===== src/logic/pca_pkg.sv =====
// What this block does
// - sixteen-bit counter read as two bytes
// - low read snapshots high byte for high read
// - counter reads never disturb counting
// - three-bit select picks one of eight timebases
// - oscillator over eight synchronised before counting
// - wrap from all ones sets overflow flag
// - overflow interrupt only when its enable set
// - flags never auto-cleared, software clears them
// - idle control clear keeps array running
// - intermediate overflow from bit 8 to 11
// - flags set regardless of interrupt enables
// - irq is OR of gated flags
// - six independent sixteen-bit channels with pins
// - mode bits 5 and 4 select capture edges
// - mode bits 3:1 select compare modes
// - bit 1 pwm, bit 7 sixteen-bit pwm
// - one shared cycle length for pwm
// - comparator off stops toggles, pwm low
// - reload select steers compare byte writes in n-bit pwm only
// - match flag enable makes matches set flag
// - pwm control bit 5 enables intermediate irq
// - capture edge loads count and sets flag
// - low write clears, high write sets comparator
package pca_pkg;
    localparam int PCA_CH = 6;
    localparam logic [3:0] PCA_DIV12 = 4'hB;
    localparam logic [1:0] PCA_DIV4 = 2'h3;
    localparam logic [2:0] PCA_TB_DIV12 = 3'h0;
    localparam logic [2:0] PCA_TB_DIV4 = 3'h1;
    localparam logic [2:0] PCA_TB_T0 = 3'h2;
    localparam logic [2:0] PCA_TB_ECI = 3'h3;
    localparam logic [2:0] PCA_TB_SYS = 3'h4;
    localparam logic [2:0] PCA_TB_XOSC = 3'h5;
    localparam logic [2:0] PCA_TB_T4 = 3'h6;
    localparam logic [2:0] PCA_TB_T5 = 3'h7;
    // channel mode register bit positions
    localparam int PCA_M_IE = 0;
    localparam int PCA_M_PWM = 1;
    localparam int PCA_M_TOG = 2;
    localparam int PCA_M_MAT = 3;
    localparam int PCA_M_CAPN = 4;
    localparam int PCA_M_CAPP = 5;
    localparam int PCA_M_ECOM = 6;
    localparam int PCA_M_PWM16 = 7;
    localparam logic [2:0] PCA_MD_SWT = 3'h4;
    localparam logic [2:0] PCA_MD_HSO = 3'h6;
    localparam logic [2:0] PCA_MD_FREQ = 3'h3;
    localparam logic [15:0] PCA_ONES = 16'hFFFF;
    localparam logic [15:0] PCA_ZERO16 = 16'h0000;
    localparam logic [7:0] PCA_ZERO8 = 8'h00;
    typedef enum logic [1:0] {
        PCA_CH_IDLE = 2'b00,
        PCA_CH_CAPT = 2'b01,
        PCA_CH_CMP = 2'b10,
        PCA_CH_PWM = 2'b11
    } pca_chkind_t;
endpackage


===== src/logic/pca_channel.sv =====
`timescale 1ns/1ps
module pca_channel
    import pca_pkg::*;
(
    input wire logic clk,
    input wire logic srst,
    input wire logic tick,
    input wire logic [15:0] count,
    input wire logic [15:0] count_next,
    input wire logic [7:0] mode,
    input wire logic [1:0] cyc_len,
    input wire logic [3:0] nbit_ovf,
    input wire logic pin_in,
    input wire logic wr_low,
    input wire logic wr_high,
    input wire logic reload_sel,
    input wire logic [7:0] wr_data,
    input wire logic flag_clear,
    output logic [15:0] cap_q,
    output logic [15:0] reload_q,
    output logic ecom_q,
    output logic flag_q,
    output logic pin_out_q
);
    logic [1:0] pin_hist_q;
    logic rise;
    logic fall;
    logic capture;
    logic match;
    logic pwm8;
    logic pwmn;
    logic pwm16;
    logic [15:0] nmask;
    logic nbit_wrap;
    logic [2:0] sel;
    pca_chkind_t kind;

    assign sel = mode[PCA_M_MAT:PCA_M_PWM];
    always_comb begin
        if (sel == 3'h0) begin
            kind = (mode[PCA_M_CAPP] | mode[PCA_M_CAPN]) ? PCA_CH_CAPT
                                                          : PCA_CH_IDLE;
        end else if (mode[PCA_M_PWM] && !mode[PCA_M_TOG]) begin
            kind = PCA_CH_PWM;
        end else begin
            kind = PCA_CH_CMP;
        end
    end

    // two-stage history needs a level held only one clock to see an edge
    always_ff @(posedge clk) begin
        if (srst) begin
            pin_hist_q <= 2'b00;
        end else begin
            pin_hist_q <= {pin_hist_q[0], pin_in};
        end
    end
    assign rise = pin_hist_q[0] & ~pin_hist_q[1];
    assign fall = ~pin_hist_q[0] & pin_hist_q[1];
    assign capture = (kind == PCA_CH_CAPT) &&
        ((rise && mode[PCA_M_CAPP]) || (fall && mode[PCA_M_CAPN]));

    assign pwm16 = (kind == PCA_CH_PWM) && mode[PCA_M_PWM16];
    assign pwm8 = (kind == PCA_CH_PWM) && !mode[PCA_M_PWM16] &&
        (cyc_len == 2'b00);
    assign pwmn = (kind == PCA_CH_PWM) && !mode[PCA_M_PWM16] &&
        (cyc_len != 2'b00);
    assign nmask = {4'h0, nbit_ovf, 8'hFF};
    assign nbit_wrap = tick && ((count_next & nmask) == PCA_ZERO16);

    always_comb begin
        if (kind == PCA_CH_CAPT || kind == PCA_CH_IDLE) begin
            match = 1'b0;
        end else if (sel == PCA_MD_FREQ) begin
            match = count[7:0] == cap_q[7:0];
        end else if (pwm8) begin
            match = count[7:0] == cap_q[7:0];
        end else if (pwmn) begin
            match = (count & nmask) == (cap_q & nmask);
        end else begin
            match = count == cap_q;
        end
        match = match && ecom_q && tick;
    end

    always_ff @(posedge clk) begin
        if (srst) begin
            ecom_q <= 1'b0;
        end else if (wr_low) begin
            ecom_q <= 1'b0;
        end else if (wr_high) begin
            ecom_q <= 1'b1;
        end else begin
            ecom_q <= ecom_q;
        end
    end

    always_ff @(posedge clk) begin
        if (srst) begin
            cap_q <= PCA_ZERO16;
            reload_q <= PCA_ZERO16;
        end else begin
            if (wr_low && reload_sel && pwmn) begin
                reload_q[7:0] <= wr_data;
            end else if (wr_high && reload_sel && pwmn) begin
                reload_q[15:8] <= wr_data;
            end
            if (wr_low && !(reload_sel && pwmn)) begin
                cap_q[7:0] <= wr_data;
            end else if (wr_high && !(reload_sel && pwmn)) begin
                cap_q[15:8] <= wr_data;
            end else if (capture) begin
                cap_q <= count;
            end else if (match && sel == PCA_MD_FREQ) begin
                cap_q[7:0] <= cap_q[7:0] + cap_q[15:8];
            end else if (pwm8 && tick && count_next[7:0] == PCA_ZERO8) begin
                cap_q[7:0] <= cap_q[15:8];
            end else if (pwmn && nbit_wrap) begin
                cap_q <= reload_q;
            end
        end
    end

    // set beats a same-cycle software clear
    always_ff @(posedge clk) begin
        if (srst) begin
            flag_q <= 1'b0;
        end else if (capture || (match && mode[PCA_M_MAT])) begin
            flag_q <= 1'b1;
        end else if (flag_clear) begin
            flag_q <= 1'b0;
        end
    end

    always_ff @(posedge clk) begin
        if (srst) begin
            pin_out_q <= 1'b0;
        end else if (kind == PCA_CH_PWM) begin
            if (!ecom_q) begin
                pin_out_q <= 1'b0;
            end else if (pwm16 && tick && count_next == PCA_ZERO16) begin
                pin_out_q <= 1'b0;
            end else if (pwm8 && tick && count_next[7:0] == PCA_ZERO8) begin
                pin_out_q <= 1'b0;
            end else if (pwmn && nbit_wrap) begin
                pin_out_q <= 1'b0;
            end else if (match) begin
                pin_out_q <= 1'b1;
            end
        end else if (kind == PCA_CH_CMP && mode[PCA_M_TOG] && match) begin
            pin_out_q <= ~pin_out_q;
        end
    end
endmodule // pca_channel


===== src/logic/pca_top.sv =====
`timescale 1ns/1ps
module pca_top
    import pca_pkg::*;
(
    input wire logic CLOCK,
    input wire logic SRST,
    input wire logic [2:0] TIMEBASE_SELECT,
    input wire logic COUNTER_RUN,
    input wire logic IDLE_HALT_CONTROL,
    input wire logic CPU_IDLE,
    input wire logic COUNTER_OVERFLOW_IRQ_ENABLE,
    input wire logic INTERMEDIATE_OVERFLOW_IRQ_ENABLE,
    input wire logic [1:0] CYCLE_LENGTH_SELECT,
    input wire logic RELOAD_ACCESS_SELECT,
    input wire logic TIMER0_OVERFLOW,
    input wire logic TIMER4_OVERFLOW,
    input wire logic TIMER5_OVERFLOW,
    input wire logic EXT_OSC_DIV8,
    input wire logic EXTERNAL_COUNT_INPUT,
    input wire logic COUNT_LOW_WRITE,
    input wire logic COUNT_HIGH_WRITE,
    input wire logic COUNT_LOW_READ,
    input wire logic [7:0] WRITE_DATA,
    input wire logic COUNTER_OVERFLOW_CLEAR,
    input wire logic INTERMEDIATE_OVERFLOW_CLEAR,
    input wire logic [47:0] CHANNEL_MODE_REGISTER,
    input wire logic [5:0] COMPARE_LOW_WRITE,
    input wire logic [5:0] COMPARE_HIGH_WRITE,
    input wire logic [5:0] CHANNEL_FLAG_CLEAR,
    input wire logic [5:0] CHANNEL_PIN_IN,
    output logic [7:0] COUNT_LOW_BYTE,
    output logic [7:0] COUNT_HIGH_BYTE,
    output logic COUNTER_OVERFLOW_FLAG,
    output logic INTERMEDIATE_OVERFLOW_FLAG,
    output logic [5:0] CHANNEL_EVENT_FLAG,
    output logic [5:0] COMPARATOR_ENABLE,
    output logic [95:0] COMPARE_VALUE,
    output logic [95:0] RELOAD_VALUE,
    output logic [5:0] CHANNEL_PIN,
    output logic ARRAY_IRQ
);
    logic [15:0] count_q;
    logic [15:0] count_next;
    logic [7:0] snap_q;
    logic [3:0] div12_q;
    logic [1:0] div4_q;
    logic [2:0] eci_q;
    logic [2:0] xosc_q;
    logic src_tick;
    logic tick;
    logic adv;
    logic [3:0] nbit_ovf;
    logic [5:0] flags;
    logic irq_d;

    always_ff @(posedge CLOCK) begin
        if (SRST) begin
            div12_q <= 4'h0;
            div4_q <= 2'h0;
        end else begin
            div12_q <= (div12_q == PCA_DIV12) ? 4'h0 : div12_q + 4'h1;
            div4_q <= div4_q + 2'h1;
        end
    end

    // first stage of each chain feeds only the next stage
    always_ff @(posedge CLOCK) begin
        if (SRST) begin
            eci_q <= 3'h0;
            xosc_q <= 3'h0;
        end else begin
            eci_q <= {eci_q[1:0], EXTERNAL_COUNT_INPUT};
            xosc_q <= {xosc_q[1:0], EXT_OSC_DIV8};
        end
    end

    always_comb begin
        case (TIMEBASE_SELECT)
            PCA_TB_DIV12: src_tick = div12_q == PCA_DIV12;
            PCA_TB_DIV4: src_tick = div4_q == PCA_DIV4;
            PCA_TB_T0: src_tick = TIMER0_OVERFLOW;
            // edges faster than clock/2 may be missed
            PCA_TB_ECI: src_tick = eci_q[2] & ~eci_q[1];
            PCA_TB_SYS: src_tick = 1'b1;
            PCA_TB_XOSC: src_tick = xosc_q[1] & ~xosc_q[2];
            PCA_TB_T4: src_tick = TIMER4_OVERFLOW;
            PCA_TB_T5: src_tick = TIMER5_OVERFLOW;
            default: src_tick = 1'b0;
        endcase
    end
    assign tick = src_tick && COUNTER_RUN &&
        !(IDLE_HALT_CONTROL && CPU_IDLE);
    assign count_next = count_q + 16'h0001;
    // a count write pre-empts the step, so no wrap or match on it
    assign adv = tick && !COUNT_LOW_WRITE && !COUNT_HIGH_WRITE;

    always_ff @(posedge CLOCK) begin
        if (SRST) begin
            count_q <= PCA_ZERO16;
        end else if (COUNT_LOW_WRITE) begin
            count_q[7:0] <= WRITE_DATA;
        end else if (COUNT_HIGH_WRITE) begin
            count_q[15:8] <= WRITE_DATA;
        end else if (tick) begin
            count_q <= count_next;
        end
    end

    always_ff @(posedge CLOCK) begin
        if (SRST) begin
            snap_q <= PCA_ZERO8;
        end else if (COUNT_LOW_READ) begin
            snap_q <= count_q[15:8];
        end
    end

    always_ff @(posedge CLOCK) begin
        if (SRST) begin
            COUNT_LOW_BYTE <= PCA_ZERO8;
            COUNT_HIGH_BYTE <= PCA_ZERO8;
        end else begin
            COUNT_LOW_BYTE <= count_q[7:0];
            COUNT_HIGH_BYTE <= COUNT_LOW_READ ? count_q[15:8] : snap_q;
        end
    end

    always_comb begin
        case (CYCLE_LENGTH_SELECT)
            2'b00: nbit_ovf = 4'h0;
            2'b01: nbit_ovf = 4'h1;
            2'b10: nbit_ovf = 4'h3;
            2'b11: nbit_ovf = 4'h7;
            default: nbit_ovf = 4'h0;
        endcase
    end

    always_ff @(posedge CLOCK) begin
        if (SRST) begin
            COUNTER_OVERFLOW_FLAG <= 1'b0;
        end else if (adv && count_q == PCA_ONES) begin
            COUNTER_OVERFLOW_FLAG <= 1'b1;
        end else if (COUNTER_OVERFLOW_CLEAR) begin
            COUNTER_OVERFLOW_FLAG <= 1'b0;
        end
    end

    always_ff @(posedge CLOCK) begin
        if (SRST) begin
            INTERMEDIATE_OVERFLOW_FLAG <= 1'b0;
        end else if (adv && (count_next & {4'h0, nbit_ovf, 8'hFF})
                     == PCA_ZERO16) begin
            INTERMEDIATE_OVERFLOW_FLAG <= 1'b1;
        end else if (INTERMEDIATE_OVERFLOW_CLEAR) begin
            INTERMEDIATE_OVERFLOW_FLAG <= 1'b0;
        end
    end

    genvar g;
    generate
        for (g = 0; g < PCA_CH; g++) begin : g_ch
            pca_channel u_ch (
                .clk(CLOCK),
                .srst(SRST),
                .tick(adv),
                .count(count_q),
                .count_next(count_next),
                .mode(CHANNEL_MODE_REGISTER[g*8 +: 8]),
                .cyc_len(CYCLE_LENGTH_SELECT),
                .nbit_ovf(nbit_ovf),
                .pin_in(CHANNEL_PIN_IN[g]),
                .wr_low(COMPARE_LOW_WRITE[g]),
                .wr_high(COMPARE_HIGH_WRITE[g]),
                .reload_sel(RELOAD_ACCESS_SELECT),
                .wr_data(WRITE_DATA),
                .flag_clear(CHANNEL_FLAG_CLEAR[g]),
                .cap_q(COMPARE_VALUE[g*16 +: 16]),
                .reload_q(RELOAD_VALUE[g*16 +: 16]),
                .ecom_q(COMPARATOR_ENABLE[g]),
                .flag_q(CHANNEL_EVENT_FLAG[g]),
                .pin_out_q(CHANNEL_PIN[g])
            );
            assign flags[g] = CHANNEL_EVENT_FLAG[g] &
                CHANNEL_MODE_REGISTER[g*8 + PCA_M_IE];
        end
    endgenerate

    assign irq_d = (COUNTER_OVERFLOW_FLAG && COUNTER_OVERFLOW_IRQ_ENABLE)
        || (INTERMEDIATE_OVERFLOW_FLAG
            && INTERMEDIATE_OVERFLOW_IRQ_ENABLE)
        || (|flags);

    always_ff @(posedge CLOCK) begin
        if (SRST) begin
            ARRAY_IRQ <= 1'b0;
        end else begin
            ARRAY_IRQ <= irq_d;
        end
    end
endmodule // pca_top


===== config.mk =====
export PLATFORM = sky130hd
export DESIGN_NAME = pca_top
export DESIGN_NICKNAME = d
export VERILOG_FILES = /design/src/logic/pca_pkg.sv /design/src/logic/pca_channel.sv /design/src/logic/pca_top.sv
export SDC_FILE = /design/constraint.sdc
export NUM_CORES = 1
export LEC_CHECK = 0
export BUFFER_PORTS_ARGS = -buffer_cell sky130_fd_sc_hd__buf_2
export CAP_MARGIN = 20
export CORE_ASPECT_RATIO = 0.7
export CORE_UTILIZATION = 30
export CTS_CLUSTER_DIAMETER = 40
export DETAILED_ROUTE_END_ITERATION = 6
export PLACE_DENSITY = 0.58
export SLEW_MARGIN = 15
export SYNTH_ARGS = -nofsm -noshare
export SYNTH_HDL_FRONTEND = slang
export SYNTH_SLANG_ARGS = --single-unit

===== constraint.sdc =====
create_clock -name CLOCK -period 3.2 [get_ports CLOCK]
set_input_delay 0.32 -clock CLOCK [delete_from_list [all_inputs] [get_ports CLOCK]]
set_output_delay 0.32 -clock CLOCK [all_outputs]
set_load 0.02 [all_outputs]

# ---- Yosys cells after proc, flatten, opt, wreduce, memory -nomap -nowiden
# Index checks and enable logic that the tools add are counted.
dict set report word_totals {
  wordCells 661
  in_bits 103
  ff_bits 269
}
dict set report classes {
  reduce_logical 286
  eq_ne 80
  mux 160
  addsub 9
  bitwise 67
}
# operator count
set op_table {}
lappend op_table {{two-way mux 8 bit} 45}
lappend op_table {{two-way mux 16 bit} 13}
lappend op_table {{== test 16 bit} 12}
lappend op_table {{logical AND 1 bit} 165}
lappend op_table {{bitwise AND 16 x 12 -> 16 bit} 8}
lappend op_table {{two-way mux 1 bit} 94}
lappend op_table {{adder 8 bit} 6}
lappend op_table {{== test 8 bit} 6}
lappend op_table {{AND reduction 2 bit} 20}
lappend op_table {{inequality test 3 x 1 -> 1 bit, second input constant} 12}
lappend op_table {{inequality test 6 bit, second input constant} 6}
lappend op_table {{nonzero test 2 bit} 17}
lappend op_table {{NOT 1 bit} 33}
lappend op_table {{logical NOT 16 bit} 2}
lappend op_table {{== test 2 bit, second input constant} 15}
lappend op_table {{nonzero test 5 bit} 6}
lappend op_table {{== test 3 x 2 -> 1 bit, second input constant} 8}
lappend op_table {{AND reduction 4 bit} 6}
lappend op_table {{logical NOT 1 bit} 21}
lappend op_table {{logical NOT 3 bit} 7}
lappend op_table {{bitwise AND 1 bit} 20}
lappend op_table {{logical OR 1 bit} 20}
lappend op_table {{nonzero test 3 bit} 6}
lappend op_table {{adder 16 x 1 -> 16 bit, second input constant} 1}
lappend op_table {{17 further kinds} 53}

# ---- Logic depth before layout (Yosys ltp)
dict set report logic_depth {
  word_depth 19
  mapped_depth 12
  ltp_nobuf 11
}

# ---- Cells and area by module
# From an unflattened synthesis, not the netlist that was laid out.
dict set report hier_totals {
  hier_cells 2100
  hier_area_um2 17895.9
}
# module n_inst cells_each area_each_um2 seq_area_each_um2
set modules_own_cells {}
lappend modules_own_cells {{pca_channel at g_ch[3].u_ch ...} 3 301 2613.8 740.7}
lappend modules_own_cells {{pca_channel at g_ch[0].u_ch ...} 3 308 2542.4 740.7}
lappend modules_own_cells {pca_top 1 273 2427.3 940.9}

# ---- Worst setup path before layout
# OpenSTA, ideal clock, no wires.
dict set report synth_timing {
  path_type {register to register}
  startpoint {register div12_q[0]}
  endpoint {register g_ch[0].u_ch.cap_q[6]}
  path_stages_with_launch 13
  path_buffers 3
  slack_ns 0.132
  period_less_slack_ns 3.068
  setup_ns 0.116
  required_ns 3.084
  arrival_time_ns 2.952
  path_cell_list {dfxtp_1 ha_1 nand2_2 o31a_1 mux4_2 or4_4 buf_6 and2_4 buf_6 a21o_1 buf_6 a32o_1 a31o_1}
}
dict set report synth_via {
  elab_chain_cells 13
}
# element line_no
set synth_rtl {}
lappend synth_rtl {{start: declaration} pca_top.sv:45} ;# logic [3:0] div12_q;
lappend synth_rtl {{start signal: assignment} pca_top.sv:61} ;# div12_q <= (div12_q == PCA_DIV12) ? 4'h0 : div12_q + 4'h1;
lappend synth_rtl {{== test 4 bit (*)} pca_top.sv:79} ;# PCA_TB_DIV12: src_tick = div12_q == PCA_DIV12;
lappend synth_rtl {{case mux 1 bit (8 select lines) (*)} pca_top.sv:78} ;# case (TIMEBASE_SELECT)
lappend synth_rtl {{logical AND 1 bit (*) (2 in series)} pca_top.sv:91} ;# assign tick = src_tick && COUNTER_RUN &&
lappend synth_rtl {{logical AND 1 bit (*) (2 in series)} pca_top.sv:95} ;# assign adv = tick && !COUNT_LOW_WRITE && !COUNT_HIGH_WRITE;
lappend synth_rtl {{logical AND 1 bit (2 in series)} pca_channel.sv:116} ;# end else if (pwm8 && tick && count_next[7:0] == PCA_ZERO8) begin
lappend synth_rtl {{two-way mux 8 bit} pca_channel.sv:116}
lappend synth_rtl {{two-way mux 8 bit} pca_channel.sv:114} ;# end else if (match && sel == PCA_MD_FREQ) begin
lappend synth_rtl {{two-way mux 16 bit} pca_channel.sv:112} ;# end else if (capture) begin
lappend synth_rtl {{two-way mux 8 bit} pca_channel.sv:110} ;# end else if (wr_high && !(reload_sel && pwmn)) begin
lappend synth_rtl {{two-way mux 8 bit} pca_channel.sv:108} ;# if (wr_low && !(reload_sel && pwmn)) begin
lappend synth_rtl {{end signal: assignment} pca_channel.sv:109} ;# cap_q[7:0] <= wr_data;
lappend synth_rtl {{end signal: assignment} pca_channel.sv:113} ;# cap_q <= count;
lappend synth_rtl {{end signal: assignment} pca_channel.sv:115} ;# cap_q[7:0] <= cap_q[7:0] + cap_q[15:8];
lappend synth_rtl {{end: declaration} pca_channel.sv:19} ;# output logic [15:0] cap_q,
# Mark *: on every way between the ends. The rest lies on a longest branch, timed or not. The select of a mux whose other input is x is not followed.
# A chain may end at the register's enable or synchronous reset.

# ---- Worst setup path in the final report
dict set report layout_timing {
  startpoint {register div12_q[1]}
  endpoint {register g_ch[4].u_ch.cap_q[4]}
}
dict set report layout_via {
  elab_chain_cells 13
}
# element line_no
set layout_rtl {}
lappend layout_rtl {{== test 4 bit (*)} pca_top.sv:79}
lappend layout_rtl {{case mux 1 bit (8 select lines) (*)} pca_top.sv:78}
lappend layout_rtl {{logical AND 1 bit (*) (2 in series)} pca_top.sv:91}
lappend layout_rtl {{logical AND 1 bit (*) (2 in series)} pca_top.sv:95}
lappend layout_rtl {{logical AND 1 bit (2 in series)} pca_channel.sv:116}
lappend layout_rtl {{two-way mux 8 bit} pca_channel.sv:116}
lappend layout_rtl {{two-way mux 8 bit} pca_channel.sv:114}
lappend layout_rtl {{two-way mux 16 bit} pca_channel.sv:112}
lappend layout_rtl {{two-way mux 8 bit} pca_channel.sv:110}
lappend layout_rtl {{two-way mux 8 bit} pca_channel.sv:108}
lappend layout_rtl {{end signal: assignment} pca_channel.sv:109}
lappend layout_rtl {{end signal: assignment} pca_channel.sv:113}
lappend layout_rtl {{end signal: assignment} pca_channel.sv:115}
lappend layout_rtl {{end: declaration} pca_channel.sv:19}
# Marks and branches as above.

==> flow_summary.toml <==
[outcome]
status = "complete, no violations"

[routing]
drc = 0
wl_per_cell_um = 24.24
drtAntennaViolNets = 0
drtIter0Drc = 1862
drtPass1Iterations = 5
vias = 17300
via_per_inst = 5.436
drt_wl_total_mm = 77.13

[sta]
finalHoldViolCount = 0
report.final.slew_viol_count = 0
fin_worst_skew_ps = 25.95
fin_crit_sh = 0.9723
max_freq_ghz = 0.3214
slew_headroom = 0.4781
fin_crit_ps = 3111
tightest_slew_ps = 774.7
fin_ws_ps = 88.60
finalSetupViolCount = 0

[floorplanning]
die_h_um = 200.7
design.core.area_um2 = 55490
start_util = 0.3050
num_rows = 72
die_width_um = 285.9
die-area_um2 = 57390
num_io_pins = 332

[clock_network]
cts_max_path_buffers = 3
clk_pin_slew_ps = 60
cts-buffers-inserted = 43
insertion_delay_ps = 590
root_buffer = "clkbuf_16"
clkSinkCount = 269
cts_tree = "built"
htreeDepth = 2

[critical_path]
end_kind = "flip-flop"
crit_fanout = 5
worstRegToRegCells = 9
cpPeakStageDelay_ps = 600
startpoint_type = "flip-flop"
cp_slowest_cell = "mux4_2"
path_class = "flip-flop to flip-flop"
cp.required_ps = 3700
critical_path_arrival_ps = 3610
crit_chain = "ha_4 > nand2_2 > o31a_1 > mux4_2 > or4_4 > o311a_1 > or3_4 > or2_1 > o31ai_1"

[place]
place_ws_ps = -9.651
placed_area_um2 = 19940
dp_hpwl_mm = 58.61
gp_congestion = 0.9587
place_inst = 3087
io_buffers = 325

[synthesis]
synth_top_area_cell = "dfxtp_1"
ys_types = 87
async_flop_share = 0
synthFlopType = "dfxtp_1"
syn_area_um2 = 16930
ys_top_cells_by_area = "dfxtp_1 (32%), mux2i_1 (14%), nor2_1 (6.0%)"
ys_ff_latch = 269
syn_nets = 2183
syn-instance-count = 2028
yosys.area.top_type_share = 0.3181
ys_warn_count = 0
synth_edf_count = 0
seq_area_frac_synth = 0.3181
synth.avg_cell_area_um2 = 8.347

[global_routing]
grt_pass1_vias = 16480
grt_pass1_wl_mm = 112.3
grt_usage = 0.2618
grt_overflow = 0
grt_max_degree = 81
antenna_found_initial = 4

[final_layout]
final_area_um2 = 21660
fin_cells = 3182
drive_gt1_frac = 0.2492
syn2layout_area_growth_pct = 27.94
final_nets = 2561

[power_and_ir_drop]
power_density_nw_per_um2 = 475.1
peakVddDrop_mv = 0.3222
power_leakage_nw = 9.961

[worst_hold_path]
hold_class = "primary input to flip-flop"
hold_depth = 3

[flow_run]
maxCapViolations = 0
## sequential cells by signal, summed over array words and instances (netlist names)
name / flops
g_ch.u_ch.flag_q: 6
COUNT_LOW_BYTE: 8
COUNT_HIGH_BYTE: 8
g_ch.u_ch.reload_q: 96
g_ch.u_ch.cap_q: 96
eci_q: 3
xosc_q: 3
g_ch.u_ch.ecom_q: 6
div4_q: 2
g_ch.u_ch.pin_hist_q: 12
div12_q: 4
INTERMEDIATE_OVERFLOW_FLAG: 1
count_q: 16
g_ch.u_ch.pin_out_q: 6
COUNTER_OVERFLOW_FLAG: 1
ARRAY_IRQ: 1
## through the flow
step / TNS (ps) / hold slack [ps] / power [mW] / util
5_1_grt: -8.631 / 42.32 / 10.61 / 0.3902
6_report: 0 / 35.23 / 10.29 / 0.3903
2_1_floorplan: 0 / 399.2 / 4.544 / -
3_5_place_dp: -9.651 / 417.2 / 5.215 / 0.3594
4_1_cts: 0 / 14.53 / 10.32 / 0.3895
3_3_place_gp: 0 / 408.0 / 5.194 / 0.3594
## worst max-delay path: cells and delay by family, from the launching register on
| kind | cells | cell delay (ps) |
|---|---|---|
| and+or+nand+nor | 4 | 1270 |
| AOI/OAI and AO/OA | 3 | 640 |
| muxes | 1 | 600 |
| DFF | 1 | 380 |
| adders and majority gates | 1 | 160 |
## logic make-up (layout without fill, tap and decap cells)
kind of cell / count (synthesis) / in the layout / synth area share
AND/OR/NAND/NOR: 700 / 700 / 0.2002
adder cells (fa/ha/maj): 52 / 52 / 0.04110
XOR/XNOR: 150 / 150 / 0.07761
other: 0 / 2 / 0
buffers and inverters: 203 / 615 / 0.05137
flip-flops: 269 / 269 / 0.3181
AO/OA/AOI/OAI: 407 / 407 / 0.1628
multiplexers: 247 / 247 / 0.1487
## layer usage
layer | global-route usage | up-vias | part of all wire
li1 | - | 7982 | -
met1 | 0.3786 | 8300 | 0.46
met2 | 0.3802 | 858 | 0.41
met3 | 0.06227 | 154 | 0.10
met4 | 0.07888 | 4 | 0.030
met5 | 0 | - | 0.00026
## synth_stat cells (24+ instances only)
cell type	count
a21oi_1	89
buf_1	24
clkbuf_1	101
dfxtp_1	269
ha_1	46
inv_1	47
mux2i_1	229
nand2_1	145
nand2b_1	27
nand3_1	38
nor2_1	270
nor2b_1	41
nor3_1	27
nor4_1	30
o21ai_0	92
xnor2_1	82
xor2_1	68
## path summary, 6_finish.rpt
check | slack (ps) | to | from
setup / recovery | 90 | g_ch[4].u_ch.cap_q[4] | div12_q[1]
hold / removal | 40 | g_ch[3].u_ch.flag_q | CHANNEL_MODE_REGISTER[27]
setup reg to reg | 90 | g_ch[4].u_ch.cap_q[4] | div12_q[1]
hold reg to reg | 430 | div4_q[0] | div4_q[0]
## what timing repair did
action                                 in CTS  in global routing
hold buffers                               13                  0
endpoints found under the hold margin      13                  0
gates resized for setup                     0                  9
pin swaps                                   0                  1
setup buffers                               1                  0
setup endpoints to repair                   3                 35
## area by class of cell
cell class	count	area (um^2)
fill	5651	33840
multi-input combinational	1556	10720
sequential	269	5386
timing repair buffer	488	2904
clock buffer	48	1116
tap	740	925.9
clock inverter	31	417.9
inverter	48	180.2
antenna	2	5.005
## placed cells by master, fill, tap and decap left out, types with 44 or more instances in the layout
cell type and count:
buf_2 324, inv_1 47, mux2i_1 229, nand2_1 145, xnor2_1 82, o21ai_0 92
buf_4 149, xor2_1 68, a21oi_1 88, dfxtp_1 268, ha_1 44, clkbuf_16 44
nor2_1 270
## power by group
part	total (mW)	internal, mW	switching, mW
logic	1.56	0.585	0.978
registers	3.63	3.46	0.172
clock network	5.09	3.14	1.95
(Power assumes the default switching activity.)
